===== config.mk =====
export PLATFORM = sky130hd
export DESIGN_NAME = fcmp_maint_port
export DESIGN_NICKNAME = d
export VERILOG_FILES = /design/src/core/fcmp_pkg.sv /design/src/core/fcmp_maint_port.sv /design/src/core/fcmp_read_mux.sv /design/src/core/fcmp_step_ctl.sv
export SDC_FILE = /design/constraint.sdc
export NUM_CORES = 1
export LEC_CHECK = 0
export BUFFER_PORTS_ARGS = -buffer_cell sky130_fd_sc_hd__buf_2
export CAP_MARGIN = 30
export CELL_PAD_IN_SITES_DETAIL_PLACEMENT = 0
export CELL_PAD_IN_SITES_GLOBAL_PLACEMENT = 2
export CORE_MARGIN = 4
export CORE_UTILIZATION = 26
export CTS_BUF_LIST = sky130_fd_sc_hd__clkbuf_4 sky130_fd_sc_hd__clkbuf_8
export CTS_CLUSTER_DIAMETER = 60
export DETAILED_ROUTE_END_ITERATION = 12
export PLACE_DENSITY_LB_ADDON = 0.1
export SKIP_CTS_REPAIR_TIMING = 1
export SLEW_MARGIN = 20
export SYNTH_ARGS = -nofsm -noshare
export SYNTH_HDL_FRONTEND = slang
export SYNTH_SLANG_ARGS = --single-unit

===== constraint.sdc =====
create_clock -name i_clk -period 5 [get_ports i_clk]
set_input_delay 0 -clock i_clk [delete_from_list [all_inputs] [get_ports i_clk]]
set_output_delay 0 -clock i_clk [all_outputs]
set_load 0.02 [all_outputs]

===== src/core/fcmp_pkg.sv =====
// Purpose: shared constants for the coprocessor maintenance port
// Assumes: 12-bit host word, bit 00 is the most significant bit
// Notes: programmed-io codes are octal device/function codes
package fcmp_pkg;
	localparam int WORD_W = 12;
	localparam int TS_W = 4;
	localparam int SHIFT_W = 6;
	localparam int PTR_W = 15;
	// programmed-io codes (octal 6561..6567)
	localparam logic [11:0] IO_MAINT_STEP = 12'hd71;
	localparam logic [11:0] IO_READ_STATE = 12'hd72;
	localparam logic [11:0] IO_READ_RHI = 12'hd73;
	localparam logic [11:0] IO_READ_RLO = 12'hd74;
	localparam logic [11:0] IO_READ_PTR = 12'hd75;
	localparam logic [11:0] IO_READ_MQLO = 12'hd76;
	localparam logic [11:0] IO_LOAD_SHIFT = 12'hd77;
	// state word field positions, numbered from lsb of the port vector
	localparam int SW_TS_LSB = 8;
	localparam int SW_DEPOSIT = 7;
	localparam int SW_FETCH = 6;
	localparam int SW_EXECUTE = 5;
	localparam int SW_EXIT = 4;
	localparam int SW_INITIATE = 3;
	localparam int SW_PROCESS = 2;
	localparam int SW_FRAC_SHIFT = 1;
	localparam int SW_NO_SHIFT = 0;
	// time state values
	localparam logic [3:0] TS_ZERO = 4'h0;
	localparam logic [3:0] TS_ONE = 4'h1;
	localparam logic [3:0] TS_LAST = 4'h3;
	// special-format opcode classes seen in fetch state 0
	typedef enum logic [2:0] {
		FCMP_OP_OTHER,
		FCMP_OP_LEAVE,
		FCMP_OP_CLEAR_FAC,
		FCMP_OP_START_F,
		FCMP_OP_START_D,
		FCMP_OP_COND_JUMP
	} fcmp_op_t;
	typedef enum logic [2:0] {
		FCMP_MS_IDLE,
		FCMP_MS_FETCH,
		FCMP_MS_PROCESS,
		FCMP_MS_EXECUTE,
		FCMP_MS_DEPOSIT,
		FCMP_MS_EXIT,
		FCMP_MS_INITIATE
	} fcmp_major_t;
endpackage


===== src/core/fcmp_maint_port.sv =====
// Purpose: maintenance and diagnostic port of the float coprocessor
// Assumes: io strobe is one cycle, synchronous to i_clk
// Notes: sequences fetch state 0 for special-format instructions
// Notes on behaviour
// leave, clear-accumulator, start-float, start-double end in fetch state 0.
// false conditional jump ends in fetch state 0, no branch.
// other special instructions enter process at the start of state 1.
// in maintenance mode halt after every major time state.
// code 6561 sets maintenance mode, normally before the launch instruction.
// code 6561 while halted advances to the next time state.
// clearing the interrupt request flag clears maintenance mode.
// maintenance read data is ORed into the host accumulator.
// code 6562 returns time state and major state flags.
// state word bits 00-03 hold time counter, bit 00 its msb.
// bits 04-09: deposit, fetch, execute, exit, initiate, process.
// bit 10 fraction-shift substate, bit 11 no-shift substate.
// code 6563 ORs the result high word into the accumulator.
// code 6564 ORs the result low word into the accumulator.
// code 6565 ORs low 12 bits of argument table pointer.
// code 6566 ORs the multiplier-quotient low word.
// code 6567 loads the shift counter from six accumulator bits.
// host clears its accumulator before reading the pointer.
// maintenance reads change no internal register or state.
`timescale 1ns/1ps
module fcmp_maint_port
	import fcmp_pkg::*;
(
	input  wire logic               i_clk,
	input  wire logic               i_nrst,
	input  wire logic               i_io_strobe,
	input  wire logic [11:0]        i_io_code,
	input  wire logic [WORD_W-1:0]  i_host_accumulator,
	input  wire logic               i_irq_clear,
	input  wire logic               i_instr_valid,
	input  wire fcmp_op_t           i_instr_op,
	input  wire logic               i_jump_cond,
	input  wire logic               i_frac_shift,
	input  wire logic               i_no_shift,
	input  wire logic [WORD_W-1:0]  i_result_high_word,
	input  wire logic [WORD_W-1:0]  i_result_low_word,
	input  wire logic [PTR_W-1:0]   i_argument_table_pointer,
	input  wire logic [WORD_W-1:0]  i_multiplier_quotient_low_word,
	output logic                    o_or_valid,
	output logic [WORD_W-1:0]       o_or_data,
	output logic [SHIFT_W-1:0]      o_shift_count,
	output logic [TS_W-1:0]         o_time_state,
	output fcmp_major_t             o_major,
	output logic                    o_maint,
	output logic                    o_halted,
	output logic                    o_instr_done,
	output logic                    o_branch
);
	logic                io_step;
	logic                io_load_shift;
	logic                read_hit;
	logic [WORD_W-1:0]   read_data;
	logic [WORD_W-1:0]   state_word;
	logic                maint;
	logic                halted;
	logic                advance;
	logic                state_end;
	logic                run;
	logic                fetch0_finish;
	logic                to_process;

	assign io_step = i_io_strobe && (i_io_code == IO_MAINT_STEP);
	assign io_load_shift = i_io_strobe && (i_io_code == IO_LOAD_SHIFT);

	// big-endian word: host bit 00 is vector bit 11
	always_comb begin
		state_word = '0;
		for (int i = 0; i < TS_W; i++)
			state_word[SW_TS_LSB + i] = o_time_state[i];
		state_word[SW_DEPOSIT] = (o_major == FCMP_MS_DEPOSIT);
		state_word[SW_FETCH] = (o_major == FCMP_MS_FETCH);
		state_word[SW_EXECUTE] = (o_major == FCMP_MS_EXECUTE);
		state_word[SW_EXIT] = (o_major == FCMP_MS_EXIT);
		state_word[SW_INITIATE] = (o_major == FCMP_MS_INITIATE);
		state_word[SW_PROCESS] = (o_major == FCMP_MS_PROCESS);
		state_word[SW_FRAC_SHIFT] = i_frac_shift;
		state_word[SW_NO_SHIFT] = i_no_shift;
	end

	fcmp_read_mux u_mux (
		.i_code       (i_io_code),
		.i_state_word (state_word),
		.i_rhi        (i_result_high_word),
		.i_rlo        (i_result_low_word),
		.i_ptr        (i_argument_table_pointer),
		.i_mqlo       (i_multiplier_quotient_low_word),
		.o_hit        (read_hit),
		.o_data       (read_data)
	);

	fcmp_step_ctl u_step (
		.i_clk       (i_clk),
		.i_nrst      (i_nrst),
		.i_step_io   (io_step),
		.i_irq_clear (i_irq_clear),
		.i_state_end (state_end),
		.o_maint     (maint),
		.o_halted    (halted),
		.o_advance   (advance)
	);

	// the host ors this into its accumulator; we never return a load
	always_ff @(posedge i_clk) begin
		if (!i_nrst) begin
			o_or_valid <= 1'b0;
			o_or_data <= '0;
		end else begin
			o_or_valid <= i_io_strobe && read_hit;
			o_or_data <= (i_io_strobe && read_hit) ? read_data : '0;
		end
	end

	always_ff @(posedge i_clk) begin
		if (!i_nrst)
			o_shift_count <= '0;
		else if (io_load_shift)
			o_shift_count <= i_host_accumulator[SHIFT_W-1:0];
	end

	always_ff @(posedge i_clk) begin
		if (!i_nrst) begin
			o_maint <= 1'b0;
			o_halted <= 1'b0;
		end else begin
			o_maint <= maint;
			o_halted <= halted;
		end
	end

	// a halted machine holds until a step or an irq clear; one step is one time state
	assign run = !halted && !advance || advance;
	assign state_end = (o_major != FCMP_MS_IDLE) && run && !halted;

	assign fetch0_finish = (i_instr_op == FCMP_OP_LEAVE) || (i_instr_op == FCMP_OP_CLEAR_FAC)
		|| (i_instr_op == FCMP_OP_START_F) || (i_instr_op == FCMP_OP_START_D)
		|| ((i_instr_op == FCMP_OP_COND_JUMP) && !i_jump_cond);
	assign to_process = !fetch0_finish;

	// only the fetch/process path of special instructions is sequenced here
	always_ff @(posedge i_clk) begin
		if (!i_nrst) begin
			o_major <= FCMP_MS_IDLE;
			o_time_state <= TS_ZERO;
			o_instr_done <= 1'b0;
			o_branch <= 1'b0;
		end else begin
			o_instr_done <= 1'b0;
			o_branch <= 1'b0;
			if (i_irq_clear) begin
				o_major <= FCMP_MS_IDLE;
				o_time_state <= TS_ZERO;
			end else begin
				case (o_major)
					FCMP_MS_IDLE: begin
						if (i_instr_valid && !halted) begin
							o_major <= FCMP_MS_FETCH;
							o_time_state <= TS_ZERO;
						end
					end
					FCMP_MS_FETCH: begin
						if (state_end) begin
							if (fetch0_finish) begin
								o_major <= FCMP_MS_IDLE;
								o_instr_done <= 1'b1;
							end else if (to_process) begin
								o_major <= FCMP_MS_PROCESS;
								o_time_state <= TS_ONE;
								o_branch <= (i_instr_op == FCMP_OP_COND_JUMP);
							end
						end
					end
					FCMP_MS_PROCESS: begin
						if (state_end) begin
							if (o_time_state == TS_LAST) begin
								o_major <= FCMP_MS_IDLE;
								o_time_state <= TS_ZERO;
								o_instr_done <= 1'b1;
							end else begin
								o_time_state <= o_time_state + TS_ONE;
							end
						end
					end
					default: begin
						o_major <= FCMP_MS_IDLE;
						o_time_state <= TS_ZERO;
					end
				endcase
			end
		end
	end
endmodule


===== src/core/fcmp_read_mux.sv =====
// Purpose: selects maintenance read data for the host accumulator
// Assumes: strobe gating done by the caller; read codes decoded here
// Notes: pure selection, never writes the sources
`timescale 1ns/1ps
module fcmp_read_mux
	import fcmp_pkg::*;
(
	input  wire logic [11:0]       i_code,
	input  wire logic [WORD_W-1:0] i_state_word,
	input  wire logic [WORD_W-1:0] i_rhi,
	input  wire logic [WORD_W-1:0] i_rlo,
	input  wire logic [PTR_W-1:0]  i_ptr,
	input  wire logic [WORD_W-1:0] i_mqlo,
	output logic                   o_hit,
	output logic [WORD_W-1:0]      o_data
);
	always_comb begin
		o_hit = 1'b1;
		case (i_code)
			IO_READ_STATE: o_data = i_state_word;
			IO_READ_RHI:   o_data = i_rhi;
			IO_READ_RLO:   o_data = i_rlo;
			IO_READ_PTR:   o_data = i_ptr[WORD_W-1:0];
			IO_READ_MQLO:  o_data = i_mqlo;
			default: begin
				o_hit = 1'b0;
				o_data = '0;
			end
		endcase
	end
endmodule


===== src/core/fcmp_step_ctl.sv =====
// Purpose: maintenance-mode flag and single-step gate
// Assumes: i_state_end pulses at the end of each major time state
// Notes: step request wins over flag clear in the same cycle
`timescale 1ns/1ps
module fcmp_step_ctl
	import fcmp_pkg::*;
(
	input  wire logic i_clk,
	input  wire logic i_nrst,
	input  wire logic i_step_io,
	input  wire logic i_irq_clear,
	input  wire logic i_state_end,
	output logic      o_maint,
	output logic      o_halted,
	output logic      o_advance
);
	always_ff @(posedge i_clk) begin
		if (!i_nrst)
			o_maint <= 1'b0;
		else if (i_step_io)
			o_maint <= 1'b1;
		else if (i_irq_clear)
			o_maint <= 1'b0;
	end

	always_ff @(posedge i_clk) begin
		if (!i_nrst)
			o_halted <= 1'b0;
		else if (o_halted && (i_step_io || i_irq_clear))
			o_halted <= 1'b0;
		else if (o_maint && i_state_end && !i_irq_clear)
			o_halted <= 1'b1;
	end

	always_ff @(posedge i_clk) begin
		if (!i_nrst)
			o_advance <= 1'b0;
		else
			o_advance <= o_halted && i_step_io;
	end
endmodule


# Yosys cells after proc, flatten, opt, wreduce, memory -nomap -nowiden
# Index checks and enable logic that the tools add are counted.
dict set report totals {
  regBits 33
  elab_cells 93
  output_inout_bits 30
  inputBits 86
}
dict set report classes {
  n_mux 21
  bitwise 3
  reduce_logical 32
  eq_ne 24
  add_sub_neg 1
}
# operator count
set ops {}
lappend ops {{$eq 12x12->1 const B} 7}
lappend ops {{$pmux 12 s5} 1}
lappend ops {{$mux 4} 5}
lappend ops {{$eq 3x3->1 const B} 5}
lappend ops {{$eq 3x2->1 const B} 4}
lappend ops {{$logic_and 1x1->1} 12}
lappend ops {{$mux 3} 4}
lappend ops {{$pmux 4 s3} 1}
lappend ops {{$reduce_or 5->1} 2}
lappend ops {{$pmux 3 s3} 1}
lappend ops {{$reduce_and 4->1} 2}
lappend ops {{$mux 1} 7}
lappend ops {{$eq 3x1->1 const B} 2}
lappend ops {{$logic_or 1x1->1} 6}
lappend ops {{$ne 2x2->1 const B} 3}
lappend ops {{$add 4x1->4 const B} 1}
lappend ops {{$eq 4x2->1 const B} 1}
lappend ops {{$logic_not 1->1} 4}
lappend ops {{$ne 2x1->1 const B} 2}
lappend ops {{$reduce_or 2->1} 2}
lappend ops {{$logic_not 3->1} 1}
lappend ops {{$not 1->1} 3}
lappend ops {{$reduce_bool 3->1} 1}
lappend ops {{$mux 2} 1}
lappend ops {{3 further kinds} 3}

# Logic depth before layout (Yosys ltp)
# Gate-level depths: netlist of the first run.
dict set report logic_depth {
  depth_word 8
  depth_mapped 7
  ltp_nobuf 6
}

# Modules after synthesis
# Synthesis of the first run repeated with hierarchy kept, for this count alone.
dict set report unflattened {
  hier_cells 221
  hier_area_um2 2014.4
}
# module instances area_each_um2 cells_each seq_area_each_um2
set by_module_without_submodules {}
lappend by_module_without_submodules {fcmp_maint_port 1 1280.0 134 580.6}
lappend by_module_without_submodules {fcmp_read_mux 1 624.3 77 0.0}
lappend by_module_without_submodules {fcmp_step_ctl 1 110.1 10 60.1}

# Worst setup path before layout of the first run
# OpenSTA, ideal clock, no wires.
dict set report synth_timing {
  path_type {reg2reg}
  from {register o_major[0]}
  to {register o_time_state[2]}
  setup_slack_ns 3.175
  synth_period_minus_slack_ns 1.825
  setup_ns 0.116
  t_arrival_ns 1.709
  path_buffers 0
  stages_incl_launch_ff 6
  required_ns 4.884
  cell_sequence {dfxtp_1 inv_1 ha_1 a2111oi_2 o22ai_1 a31o_2}
}
dict set report synth_between {
  elab_chain_len 5
  word_cells_on_any_way 12
  classes_between {6 x eq/ne; 1 x mux; 5 x reduce/logical}
}
# element line_no
set synth_rtl {}
lappend synth_rtl {{from (decl)} fcmp_maint_port.sv:47} ;# output fcmp_major_t o_major,
lappend synth_rtl {{from (signal assigned)} fcmp_maint_port.sv:146} ;# o_major <= FCMP_MS_IDLE;
lappend synth_rtl {{from (signal assigned)} fcmp_maint_port.sv:154} ;# o_major <= FCMP_MS_IDLE;
lappend synth_rtl {{from (signal assigned)} fcmp_maint_port.sv:160} ;# o_major <= FCMP_MS_FETCH;
lappend synth_rtl {{$reduce_bool 3->1} fcmp_maint_port.sv:136} ;# assign state_end = (o_major != FCMP_MS_IDLE) && run && !halted;
lappend synth_rtl {{$logic_and 1x1->1 (2 in a row)} fcmp_maint_port.sv:136}
lappend synth_rtl {{$ne 2x1->1 (no source line)} -}
lappend synth_rtl {{$reduce_and 4->1 (no source line)} -}
lappend synth_rtl {{to (signal assigned)} fcmp_maint_port.sv:183} ;# o_time_state <= o_time_state + TS_ONE;
lappend synth_rtl {{to (decl)} fcmp_maint_port.sv:46} ;# output logic [TS_W-1:0] o_time_state,
# Parallel ways exist; a longest one is shown, timed or not.
# A chain may end at the register's enable or synchronous reset.

# Worst setup path after layout of the first run
# Same ends and word-level chain as after synthesis.

==> summary.txt, run 1 <==
Timing
  – Setup violators final: 0
  – Max frequency: 0.524 GHz
  – Skew final: 0.00913 ns
  – Max-slew headroom: 0.386
  – Fin. max-slew vios: 0
  – Sum of negative setup slack: 0 ns
  – WHS: -0.0257 ns
  – Worst-margin pin slew: 0.908 ns
  – Hold Vio Cnt, Final: 3
  – Final worst slack: 3.09 ns
  – Minimum clock period: 1.91 ns
  – RSZ-0062 raised after global routing: no
  – Final period utilization: 0.382

Clock tree
  – Longest Clk Path Bufs: 2
  – Clock-pin slew on the worst setup and hold paths: 0.07 ns
  – Skew-Pair Late Insertion Delay: 0.28 ns
  – CTS tree: yes
  – # H-tree levels: 2
  – Total CTS buffers: 5
  – Root buffer cell: clkbuf_8
  – CTS Sinks: 31

Worst setup path
  – CP top delay family: compound AO/OA/AOI/OAI gates
  – Slowest-stage cell, CP: a2111oi_2
  – Number of cells on the critical path: 5
  – CP startpoint: o_major[0]$_SDFFE_PP0P_
  – FF-to-FF path depth: 5
  – Crit-path cells: inv_1 > ha_1 > a2111oi_2 > o22ai_1 > a31o_2
  – Critical path class: reg2reg
  – Crit path DAT: 2.08 ns
  – CP Buf/Inv Count: 1
  – FF-to-FF Start: o_major[0]$_SDFFE_PP0P_
  – Crit path capture type: flip-flop
  – Crit path largest cell delay: 0.61 ns
  – WP data required: 5.17 ns
  – Startpoint Class: flip-flop
  – Crit path max fanout: 5

Route
  – First-pass DRT Iterations: 4
  – Vias per cell: 4.52
  – Vias: 1,785
  – Initial DRC Count: 67
  – DRC viols: 0
  – Final WL: 5610 um
  – Final antenna-violating net count: 0
  – WL per Instance: 14.2 um

Synthesis
  – Mean Syn Cell Area: 9.50 um2
  – Synth warn: 0
  – Synth top area share: 0.333
  – Most numerous cell in the Yosys netlist: dfxtp_1
  – Synthesized cell area: 1860 um2
  – Area contributors post-synth: dfxtp_1, mux2i_1, mux2_2, a22oi_1, o22a_1
  – Yosys top cell by area: dfxtp_1
  – Seq/Total Area, Yosys: 0.333
  – Synth async-reset ratio: 0
  – Yosys reg bits: 31
  – Mapped Cells: 196
  – Syn nets: 287
  – Top cells by count, synth: dfxtp_1, mux2i_1, nor2_1, nand2_1
  – Count of cell types in the netlist: 46
  – EDFF count, synth: 0
  – Synth Flop Type: dfxtp_1

Floorplan
  – Die ar.: 8580 um2
  – I/O pin count: 116
  – Initial core utilization: 0.271
  – Die height: 92.6 um
  – Standard-cell rows: 30
  – Die span in x: 92.6 um
  – Core Region: 6870 um2

Run status
  – Status: finished with violations
  – Failing checks: hold timing

Global routing
  – Vias in the first global route: 1,804
  – Total GRT Usage: 0.128
  – Largest net degree at the start of global routing: 21
  – GRT overflow: 0
  – First-pass GRT wire length: 8830 um
  – Initial antenna violation count: 0

Layout
  – Layout cells sized above 1: 0.455
  – Fillcell total: 736
  – Final #Nets: 389
  – Finished Core Util: 0.378
  – P&R area growth vs syn: 39.6%
  – # diodes: 0

Place
  – Pre-CTS setup slack: 3.06 ns
  – Routability cong.: 0.709
  – Hpwl dp: 4330 um
  – # port buffers: 105

Power and ir drop
  – Comb power frac: 0.155
  – Clock share of power: 0.432
  – Sequential Power Share: 0.414
  – Net switching share of the total power: 0.237
  – Worst vdd ir: 110 uV
  – PwrDens: 231 nW/um2
  – Switching power of the nets: 0.142 mW
  – Internal: 0.459 mW
  – Total Power: 0.601 mW
  – P_leak: 1.20 nW

Flow run
  – Maximum Capacitance Violations: 0

Worst hold path
  – Hold Crit Start: i_host_accumulator[1]
  – Hold Path Depth: 3
  – Hold crit path type: in2reg
-- area by class of cell --
class,instances,area (um2),share of cell area
inverters,6,22.5,0.00867
well taps,96,120,0.0462
flip-flops and latches,31,621,0.239
multi-input cells,145,1150,0.444
clock buffers,6,82.6,0.0318
clock inverters,2,35.0,0.0135
repair buffers,109,563,0.217
-- logic make-up after synthesis --
kind of cell,after synthesis,share of synthesized area
compound gates,40,0.171
fa+ha+maj,5,0.0336
buf+inv,20,0.0497
flops,31,0.333
mux,31,0.175
other cells,1,0.00201
simple gates,68,0.235
-- state kept, by name, indices dropped and copies added (netlist names), 2 cells and up --
signal         count
o_major            2
o_or_data         12
o_shift_count      6
o_time_state       4
-- per-stage QoR --
| stage | hold slack, ns | cells | area, um2 |
|---|---|---|---|
| final | -0.0257 | 395 | 2600 |
| after global routing | 0.00647 | 395 | 2600 |
| after CTS | -0.0398 | 391 | 2560 |
| after detailed placement | 0.270 | 383 | 2440 |
| after global placement | 0.264 | 383 | 2440 |
| after floorplan | 0.169 | 196 | 1860 |
-- cell usage in the layout, fill, tap and decap left out, drive strengths merged, types with 2 or more instances in the layout --
cell         instances
nand2               13
nor2b               12
mux2i               19
nor3b                4
a22o                 3
nand3                3
buf                106
o21ai                2
dfxtp               31
dlygate4sd3          3
inv                  6
nor4bb               2
nor4                 2
clkbuf               6
nand4b               3
o22a                 9
nor3                 3
nor2                15
ha                   5
a22oi               12
and2                 3
o21a                 2
a21oi                3
mux2                12
o211ai               2
-- worst register-to-register path, cell delays in order (launching register included) --
cell and delay, ns:
dfxtp_1 0.40, inv_1 0.09, ha_1 0.28, a2111oi_2 0.61
o22ai_1 0.17, a31o_2 0.27
-- per-layer routing --
layer | vias to the layer above | track usage | routed length (um)
met2 | 74 | 0.211 | 2570
met3 | 5 | 0.0414 | 477
li1 | 922 | - | -
met1 | 784 | 0.160 | 2520
met5 | - | 0 | 0
met4 | 0 | 0.0366 | 44
-- final timing paths --
kind | end | slack (ns)
max | o_time_state[2]$_SDFFE_PP0P_ | 3.09
min | o_shift_count[1]$_SDFFE_PN0P_ | -0.03
max reg2reg | o_time_state[2]$_SDFFE_PP0P_ | 3.09
min reg2reg | o_maint$_SDFF_PN0_ | 0.49
-- power by group through the flow --
stage | Clock, mW | Sequential (mW) | Combinational (mW)
2_1_floorplan | 0 | 0.255 | 0.0513
3_3_place_gp | 0 | 0.254 | 0.0914
3_5_place_dp | 0 | 0.254 | 0.0916
4_1_cts | 0.273 | 0.249 | 0.0920
5_1_grt | 0.283 | 0.249 | 0.104
6_report | 0.259 | 0.249 | 0.0929
(Power assumes the default switching activity.)
==> inputs of run 2 (changes only) <==
--- a/config.mk
+++ b/config.mk
@@ -10,7 +10,7 @@
 export CELL_PAD_IN_SITES_DETAIL_PLACEMENT = 0
 export CELL_PAD_IN_SITES_GLOBAL_PLACEMENT = 2
 export CORE_MARGIN = 4
-export CORE_UTILIZATION = 26
+export CORE_UTILIZATION = 24
 export CTS_BUF_LIST = sky130_fd_sc_hd__clkbuf_4 sky130_fd_sc_hd__clkbuf_8
 export CTS_CLUSTER_DIAMETER = 60
 export DETAILED_ROUTE_END_ITERATION = 12
==> constraint.sdc (replaced) <==
create_clock -name i_clk -period 1.93 [get_ports i_clk]
set_input_delay 0 -clock i_clk [delete_from_list [all_inputs] [get_ports i_clk]]
set_output_delay 0 -clock i_clk [all_outputs]
set_load 0.02 [all_outputs]
==> run 2 against run 1 <==
The run still ends with hold timing left. Final cell count increased by 3.3%. Worst hold slack improved by 0.011 ns. Highest routed layer unchanged. Sequential share of layout area decreased by 0.55 points. Core utilization decreased by 1.9 points. Global-route usage decreased by 0.45 points. Via count increased by 5.5%. Critical endpoint is now o_time_state[1]$_SDFFE_PP0P_. Combinational power increased to 2.8 times the previous value. Critical path depth increased by 1. Clock-buffer cell count unchanged. Worst setup slack got worse by 2.8 ns. First-iteration DRC count decreased by 57%. Non-clock buffer count increased by 11.
==> summary.txt, run 2 (synthesized netlist as in run 1, its figures left out) <==
Run status
  – Status: finished with violations (unchanged)
  – Failing checks: hold timing (unchanged)

Layout
  – Commonest non-fill, non-tap cells in the layout: buf_2, dfxtp_1, mux2i_1, nor2_1, nand2_1 (unchanged)
  – Multi-input gate area: 1150 um2 (unchanged)
  – Layout cells sized above 1: 0.466 (was 0.455)
  – Biggest regs: o_or_data: 12 flops, o_shift_count: 6 flops, o_time_state: 4 flops (unchanged)
  – Fillcell total: 808 (was 736)
  – P&R area growth vs syn: 42.9% (was 39.6%)
  – Final #Nets: 400 (was 389)
  – Top reg by flops: o_or_data (unchanged)
  – Max FFs per register: 12 (unchanged)
  – Finished Core Util: 0.359 (was 0.378)
  – Commonest non-fill, non-tap cell in the layout: buf_2 (unchanged)
  – # diodes: 0 (unchanged)
  – Register Area: 621 um2 (unchanged)

Route
  – Vias: 1,883 (was 1,785)
  – Vias per cell: 4.62 (was 4.52)
  – DRC viols: 0 (unchanged)
  – Final WL: 5910 um (was 5610 um)
  – WL per Instance: 14.5 um (was 14.2 um)
  – First-pass DRT Iterations: 4 (unchanged)
  – Final antenna-violating net count: 0 (unchanged)
  – Initial DRC Count: 29 (was 67)

Floorplan
  – Initial core utilization: 0.251 (was 0.271)
  – Standard-cell rows: 31 (was 30)
  – Die ar.: 9230 um2 (was 8580 um2)
  – I/O pin count: 116 (unchanged)
  – Core Region: 7410 um2 (was 6870 um2)
  – Die height: 96.1 um (was 92.6 um)
  – Die span in x: 96.1 um (was 92.6 um)

Timing
  – Final period utilization: 0.874 (was 0.382)
  – Sum of negative setup slack: 0 ns (unchanged)
  – RSZ-0062 raised after global routing: no (unchanged)
  – Max frequency: 0.593 GHz (was 0.524 GHz)
  – Skew final: 0.00689 ns (was 0.00913 ns)
  – WHS: -0.0142 ns (was -0.0257 ns)
  – Fin. max-slew vios: 0 (unchanged)
  – Hold Vio Cnt, Final: 1 (was 3)
  – Setup violators final: 0 (unchanged)
  – Minimum clock period: 1.69 ns (was 1.91 ns)

Worst setup path
  – RR Endpoint: o_time_state[1]$_SDFFE_PP0P_ (was o_time_state[2]$_SDFFE_PP0P_)
  – Crit-path cells: inv_1 > ha_1 > a2111oi_2 > buf_4 > nor2_1 > mux2i_1 (was inv_1 > ha_1 > a2111oi_2 > o22ai_1 > a31o_2)
  – FF-to-FF Start: o_major[1]$_SDFFE_PP0P_ (was o_major[0]$_SDFFE_PP0P_)
  – Slowest-stage cell, CP: a2111oi_2 (unchanged)
  – Crit path max fanout: 5 (unchanged)
  – Crit path largest cell delay: 0.43 ns (was 0.61 ns)
  – CP startpoint: o_major[1]$_SDFFE_PP0P_ (was o_major[0]$_SDFFE_PP0P_)
  – Crit path capture type: flip-flop (unchanged)
  – WP data required: 2.09 ns (was 5.17 ns)
  – CP Buf/Inv Count: 2 (was 1)
  – Startpoint Class: flip-flop (unchanged)
  – R2R setup slack: 0.24 ns (was 3.09 ns)
  – FF-to-FF path depth: 6 (was 5)
  – Critical path class: reg2reg (unchanged)
  – Number of cells on the critical path: 6 (was 5)
  – Crit path DAT: 1.85 ns (was 2.08 ns)
  – CP top delay family: compound AO/OA/AOI/OAI gates (unchanged)

Global routing
  – Total GRT Usage: 0.124 (was 0.128)
  – Largest net degree at the start of global routing: 14 (was 21)
  – Vias in the first global route: 1,807 (was 1,804)
  – Initial antenna violation count: 0 (unchanged)
  – GRT overflow: 0 (unchanged)
  – First-pass GRT wire length: 8790 um (was 8830 um)

Worst hold path
  – Hold path endpoint: o_shift_count[0]$_SDFFE_PN0P_ (was o_shift_count[1]$_SDFFE_PN0P_)
  – Hold Crit Start: i_host_accumulator[0] (was i_host_accumulator[1])
  – Hold crit path type: in2reg (unchanged)
  – Hold Path Depth: 3 (unchanged)

Power and ir drop
  – PwrDens: 531 nW/um2 (was 231 nW/um2)
  – P_leak: 1.24 nW (was 1.20 nW)
  – Worst vdd ir: 211 uV (was 110 uV)
  – Total Power: 1.41 mW (was 0.601 mW)

Clock tree
  – Longest Clk Path Bufs: 2 (unchanged)
  – # H-tree levels: 2 (unchanged)
  – Skew-Pair Late Insertion Delay: 0.28 ns (about the same)
  – Root buffer cell: clkbuf_8 (unchanged)
  – CTS tree: yes (unchanged)
  – Clock-pin slew on the worst setup and hold paths: 0.07 ns (about the same)
  – CTS Sinks: 31 (unchanged)
  – Total CTS buffers: 5 (unchanged)

Place
  – Hpwl dp: 4730 um (was 4330 um)
  – # port buffers: 105 (unchanged)
  – Routability cong.: 0.720 (was 0.709)

Flow run
  – Maximum Capacitance Violations: 0 (unchanged)
## run 2: layout make-up
cell class,instances,share of cell area
Inverter,6,0.00847
Sequential cell,31,0.233
Clock buffer,6,0.0310
Multi-Input combinational cell,145,0.434
Clock inverter,1,0.00188
Timing Repair Buffer,120,0.245
Tap cell,99,0.0466
## run 2: worst register-to-register path, cell delays in order (launching register included)
cell	delay, ns
dfxtp_1	0.40
inv_1	0.08
ha_1	0.26
a2111oi_2	0.43
buf_4	0.20
nor2_1	0.08
mux2i_1	0.13
## run 2: power breakdown
group	internal (mW)	total, mW	leakage [nW]	switching, mW
Clock	0.279	0.514	0.0470	0.235
Sequential	0.642	0.643	0.250	0.00120
Combinational	0.139	0.257	0.940	0.117
## run 2: through the flow
stage	setup slack [ns]	instances	cell area (um2)	hold WS, ns
after floorplan	0.105	196	1860	0.169
after global placement	0.270	396	2520	0.263
after detailed placement	0.252	396	2520	0.268
after CTS	0.238	403	2610	-0.0278
after global routing	0.0939	408	2660	0.0390
final	0.244	408	2660	-0.0142
## run 2: metal layers
metal | track usage | share of wire
met1 | 0.156 | 0.44
met2 | 0.198 | 0.46
met3 | 0.0430 | 0.089
met4 | 0.0355 | 0.010
met5 | 0 | 0
## run 2: worst max-delay path by stage
stage	to	slack [ns]
6_report	o_time_state[1]$_SDFFE_PP0P_	0.24
4_1_cts	o_time_state[1]$_SDFFE_PP0P_	0.24
3_3_place_gp	o_time_state[0]$_SDFFE_PP0P_	0.27
5_1_grt	o_time_state[1]$_SDFFE_PP0P_	0.09
3_5_place_dp	o_time_state[1]$_SDFFE_PP0P_	0.25
2_1_floorplan	o_time_state[2]$_SDFFE_PP0P_	0.11
==> inputs of run 3 (changes only) <==
--- a/config.mk
+++ b/config.mk
@@ -9,6 +9,7 @@
 export CAP_MARGIN = 30
 export CELL_PAD_IN_SITES_DETAIL_PLACEMENT = 0
 export CELL_PAD_IN_SITES_GLOBAL_PLACEMENT = 2
+export CORE_ASPECT_RATIO = 1.75
 export CORE_MARGIN = 4
 export CORE_UTILIZATION = 24
 export CTS_BUF_LIST = sky130_fd_sc_hd__clkbuf_4 sky130_fd_sc_hd__clkbuf_8
==> run 3 against run 2 <==
Largest power group is now clock. The run still ends with hold timing left. Die area rose by 0.61%. Sequential share of layout area did not move. Global-route usage rose by 1.1 points. Critical endpoint is now o_time_state[0]$_SDFFE_PP0P_.
==> summary.txt, run 3 (synthesized netlist as in run 1, its figures left out) <==
Run status
  – Status: finished with violations (unchanged)
  – Failing checks: hold timing (unchanged)

Timing
  – WHS: -0.0291 ns (was -0.0142 ns)
  – Setup violators final: 0 (unchanged)
  – Skew final: 0.00535 ns (was 0.00689 ns)
  – Fin. max-slew vios: 0 (unchanged)
  – Final period utilization: 0.878 (was 0.874)
  – Minimum clock period: 1.69 ns (about the same)
  – Max frequency: 0.590 GHz (was 0.593 GHz)
  – Worst-margin pin slew: 0.551 ns
  – Max-slew headroom: 0.630
  – Sum of negative setup slack: 0 ns (unchanged)
  – RSZ-0062 raised after global routing: no (unchanged)
  – Hold Vio Cnt, Final: 3 (was 1)

Route
  – Final antenna-violating net count: 0 (unchanged)
  – Initial DRC Count: 57 (was 29)
  – DRC viols: 0 (unchanged)
  – Vias per cell: 4.63 (was 4.62)
  – Final WL: 6080 um (was 5910 um)
  – First-pass DRT Iterations: 4 (unchanged)
  – WL per Instance: 15.4 um (was 14.5 um)
  – Vias: 1,826 (was 1,883)

Global routing
  – Total GRT Usage: 0.135 (was 0.124)
  – GRT overflow: 0 (unchanged)
  – First-pass GRT wire length: 9570 um (was 8790 um)
  – Vias in the first global route: 1,957 (was 1,807)
  – Initial antenna violation count: 0 (unchanged)
  – Largest net degree at the start of global routing: 14 (unchanged)

Worst setup path
  – Crit path largest cell delay: 0.42 ns (was 0.43 ns)
  – CP Buf/Inv Count: 2 (unchanged)
  – Critical path class: reg2reg (unchanged)
  – Slowest-stage cell, CP: a2111oi_2 (unchanged)
  – Crit-path cells: inv_1 > ha_1 > a2111oi_2 > buf_4 > nor2_1 > mux2i_1 (unchanged)
  – Crit path DAT: 1.87 ns (was 1.85 ns)
  – CP top delay family: compound AO/OA/AOI/OAI gates (unchanged)
  – WP data required: 2.11 ns (was 2.09 ns)
  – Startpoint Class: flip-flop (unchanged)
  – Crit path capture type: flip-flop (unchanged)
  – Crit path max fanout: 5 (unchanged)

Layout
  – Final #Nets: 396 (was 400)
  – Biggest regs: o_or_data: 12 flops, o_shift_count: 6 flops, o_time_state: 4 flops (unchanged)
  – P&R area growth vs syn: 42.9% (unchanged)
  – Layout cells sized above 1: 0.467 (was 0.466)
  – # diodes: 0 (unchanged)
  – Commonest non-fill, non-tap cells in the layout: buf_2, dfxtp_1, mux2i_1, nor2_1, nand2_1 (unchanged)
  – Non-filler cells, final: 394 (was 408)
  – Commonest non-fill, non-tap cell in the layout: buf_2 (unchanged)
  – Multi-input gate area: 1150 um2 (unchanged)
  – Fillcell total: 830 (was 808)
  – Finished Core Util: 0.352 (was 0.359)
  – Max FFs per register: 12 (unchanged)
  – Register Area: 621 um2 (unchanged)
  – Top reg by flops: o_or_data (unchanged)

Floorplan
  – Standard-cell rows: 42 (was 31)
  – I/O pin count: 116 (unchanged)
  – Die span in x: 74.6 um (was 96.1 um)
  – Die height: 125 um (was 96.1 um)
  – Initial core utilization: 0.246 (was 0.251)
  – Core Region: 7570 um2 (was 7410 um2)
  – Die ar.: 9290 um2 (was 9230 um2)

Worst hold path
  – Hold crit path type: in2reg (unchanged)

Power and ir drop
  – Clock share of power: 0.472 (was 0.364)
  – Sequential Power Share: 0.380 (was 0.455)
  – Comb power frac: 0.148 (was 0.181)
  – Worst vdd ir: 350 uV (was 211 uV)
  – Net switching share of the total power: 0.238 (was 0.250)
  – Total Power: 1.69 mW (was 1.41 mW)
  – PwrDens: 637 nW/um2 (was 531 nW/um2)
  – Internal: 1.29 mW (was 1.06 mW)
  – P_leak: 1.23 nW (was 1.24 nW)
  – Switching power of the nets: 0.402 mW (was 0.353 mW)

Clock tree
  – Clock-pin slew on the worst setup and hold paths: 0.08 ns (was 0.07 ns)
  – Total CTS buffers: 5 (unchanged)
  – # H-tree levels: 2 (unchanged)
  – Skew-Pair Late Insertion Delay: 0.29 ns (was 0.28 ns)
  – CTS Sinks: 31 (unchanged)
  – CTS tree: yes (unchanged)
  – Longest Clk Path Bufs: 2 (unchanged)
  – Root buffer cell: clkbuf_8 (unchanged)

Place
  – Placed Cells: 383 (was 396)
  – # port buffers: 105 (unchanged)
  – Hpwl dp: 4880 um (was 4730 um)
  – Routability cong.: 0.755 (was 0.720)

Flow run
  – Maximum Capacitance Violations: 0 (unchanged)
[run 3: changes by cell type in the layout (fill, tap and decap cells not counted), sizes merged]
cell / previous run / this run
clkinvlp: 0 / 1
buf: 115 / 113
clkbuf: 6 / 5
clkinv: 1 / 0
dlygate4sd3: 5 / 3
bufinv: 0 / 2
[run 3: metrics by stage]
stage | instance area [um2] | setup WS, ns
after floorplan | 1860 | 0.105
after global placement | 2490 | 0.254
after detailed placement | 2490 | 0.221
after CTS | 2630 | 0.210
after global routing | 2660 | 0.0800
final | 2660 | 0.236
[run 3: area by class of cell]
| type | count | area share |
|---|---|---|
| clock buffers | 5 | 0.0259 |
| clock inverters | 3 | 0.0254 |
| inverters | 6 | 0.00847 |
| multi-input cells | 145 | 0.434 |
| flip-flops and latches | 31 | 0.233 |
| well taps | 88 | 0.0414 |
| repair buffers | 116 | 0.231 |
[run 3: final timing paths]
kind                                    start                             to  slack (ns)  cells past startpoint
setup / recovery      o_major[0]$_SDFFE_PP0P_   o_time_state[0]$_SDFFE_PP0P_        0.24                      6
setup reg to reg      o_major[0]$_SDFFE_PP0P_   o_time_state[0]$_SDFFE_PP0P_        0.24                      6
hold / removal          i_host_accumulator[4]  o_shift_count[4]$_SDFFE_PN0P_       -0.03                      3
hold reg to reg   u_step.o_maint$_SDFFE_PN0P_             o_maint$_SDFF_PN0_        0.48                      1
[run 3: routing by layer]
metal  up-vias  routed length [um]  GRT usage
li1        931                   -          -
met1       830                2280      0.145
met2        59                3260      0.245
met3         6                 437     0.0315
met4         0                 100     0.0472
met5         -                   0          0
[run 3: worst register-to-register path, stage by stage (launching register included)]
cell and delay (ns):
dfxtp_1 0.41, inv_1 0.09, ha_1 0.28, a2111oi_2 0.42, buf_4 0.19, nor2_1 0.08
mux2i_1 0.12
[run 3: power by group through the flow]
| stage | clock network [mW] | logic (mW) | registers (mW) |
|---|---|---|---|
| after floorplan | 0 | 0.133 | 0.661 |
| after global placement | 0 | 0.250 | 0.659 |
| after detailed placement | 0 | 0.249 | 0.659 |
| after CTS | 0.829 | 0.250 | 0.644 |
| after global routing | 0.854 | 0.280 | 0.644 |
| final | 0.799 | 0.250 | 0.644 |
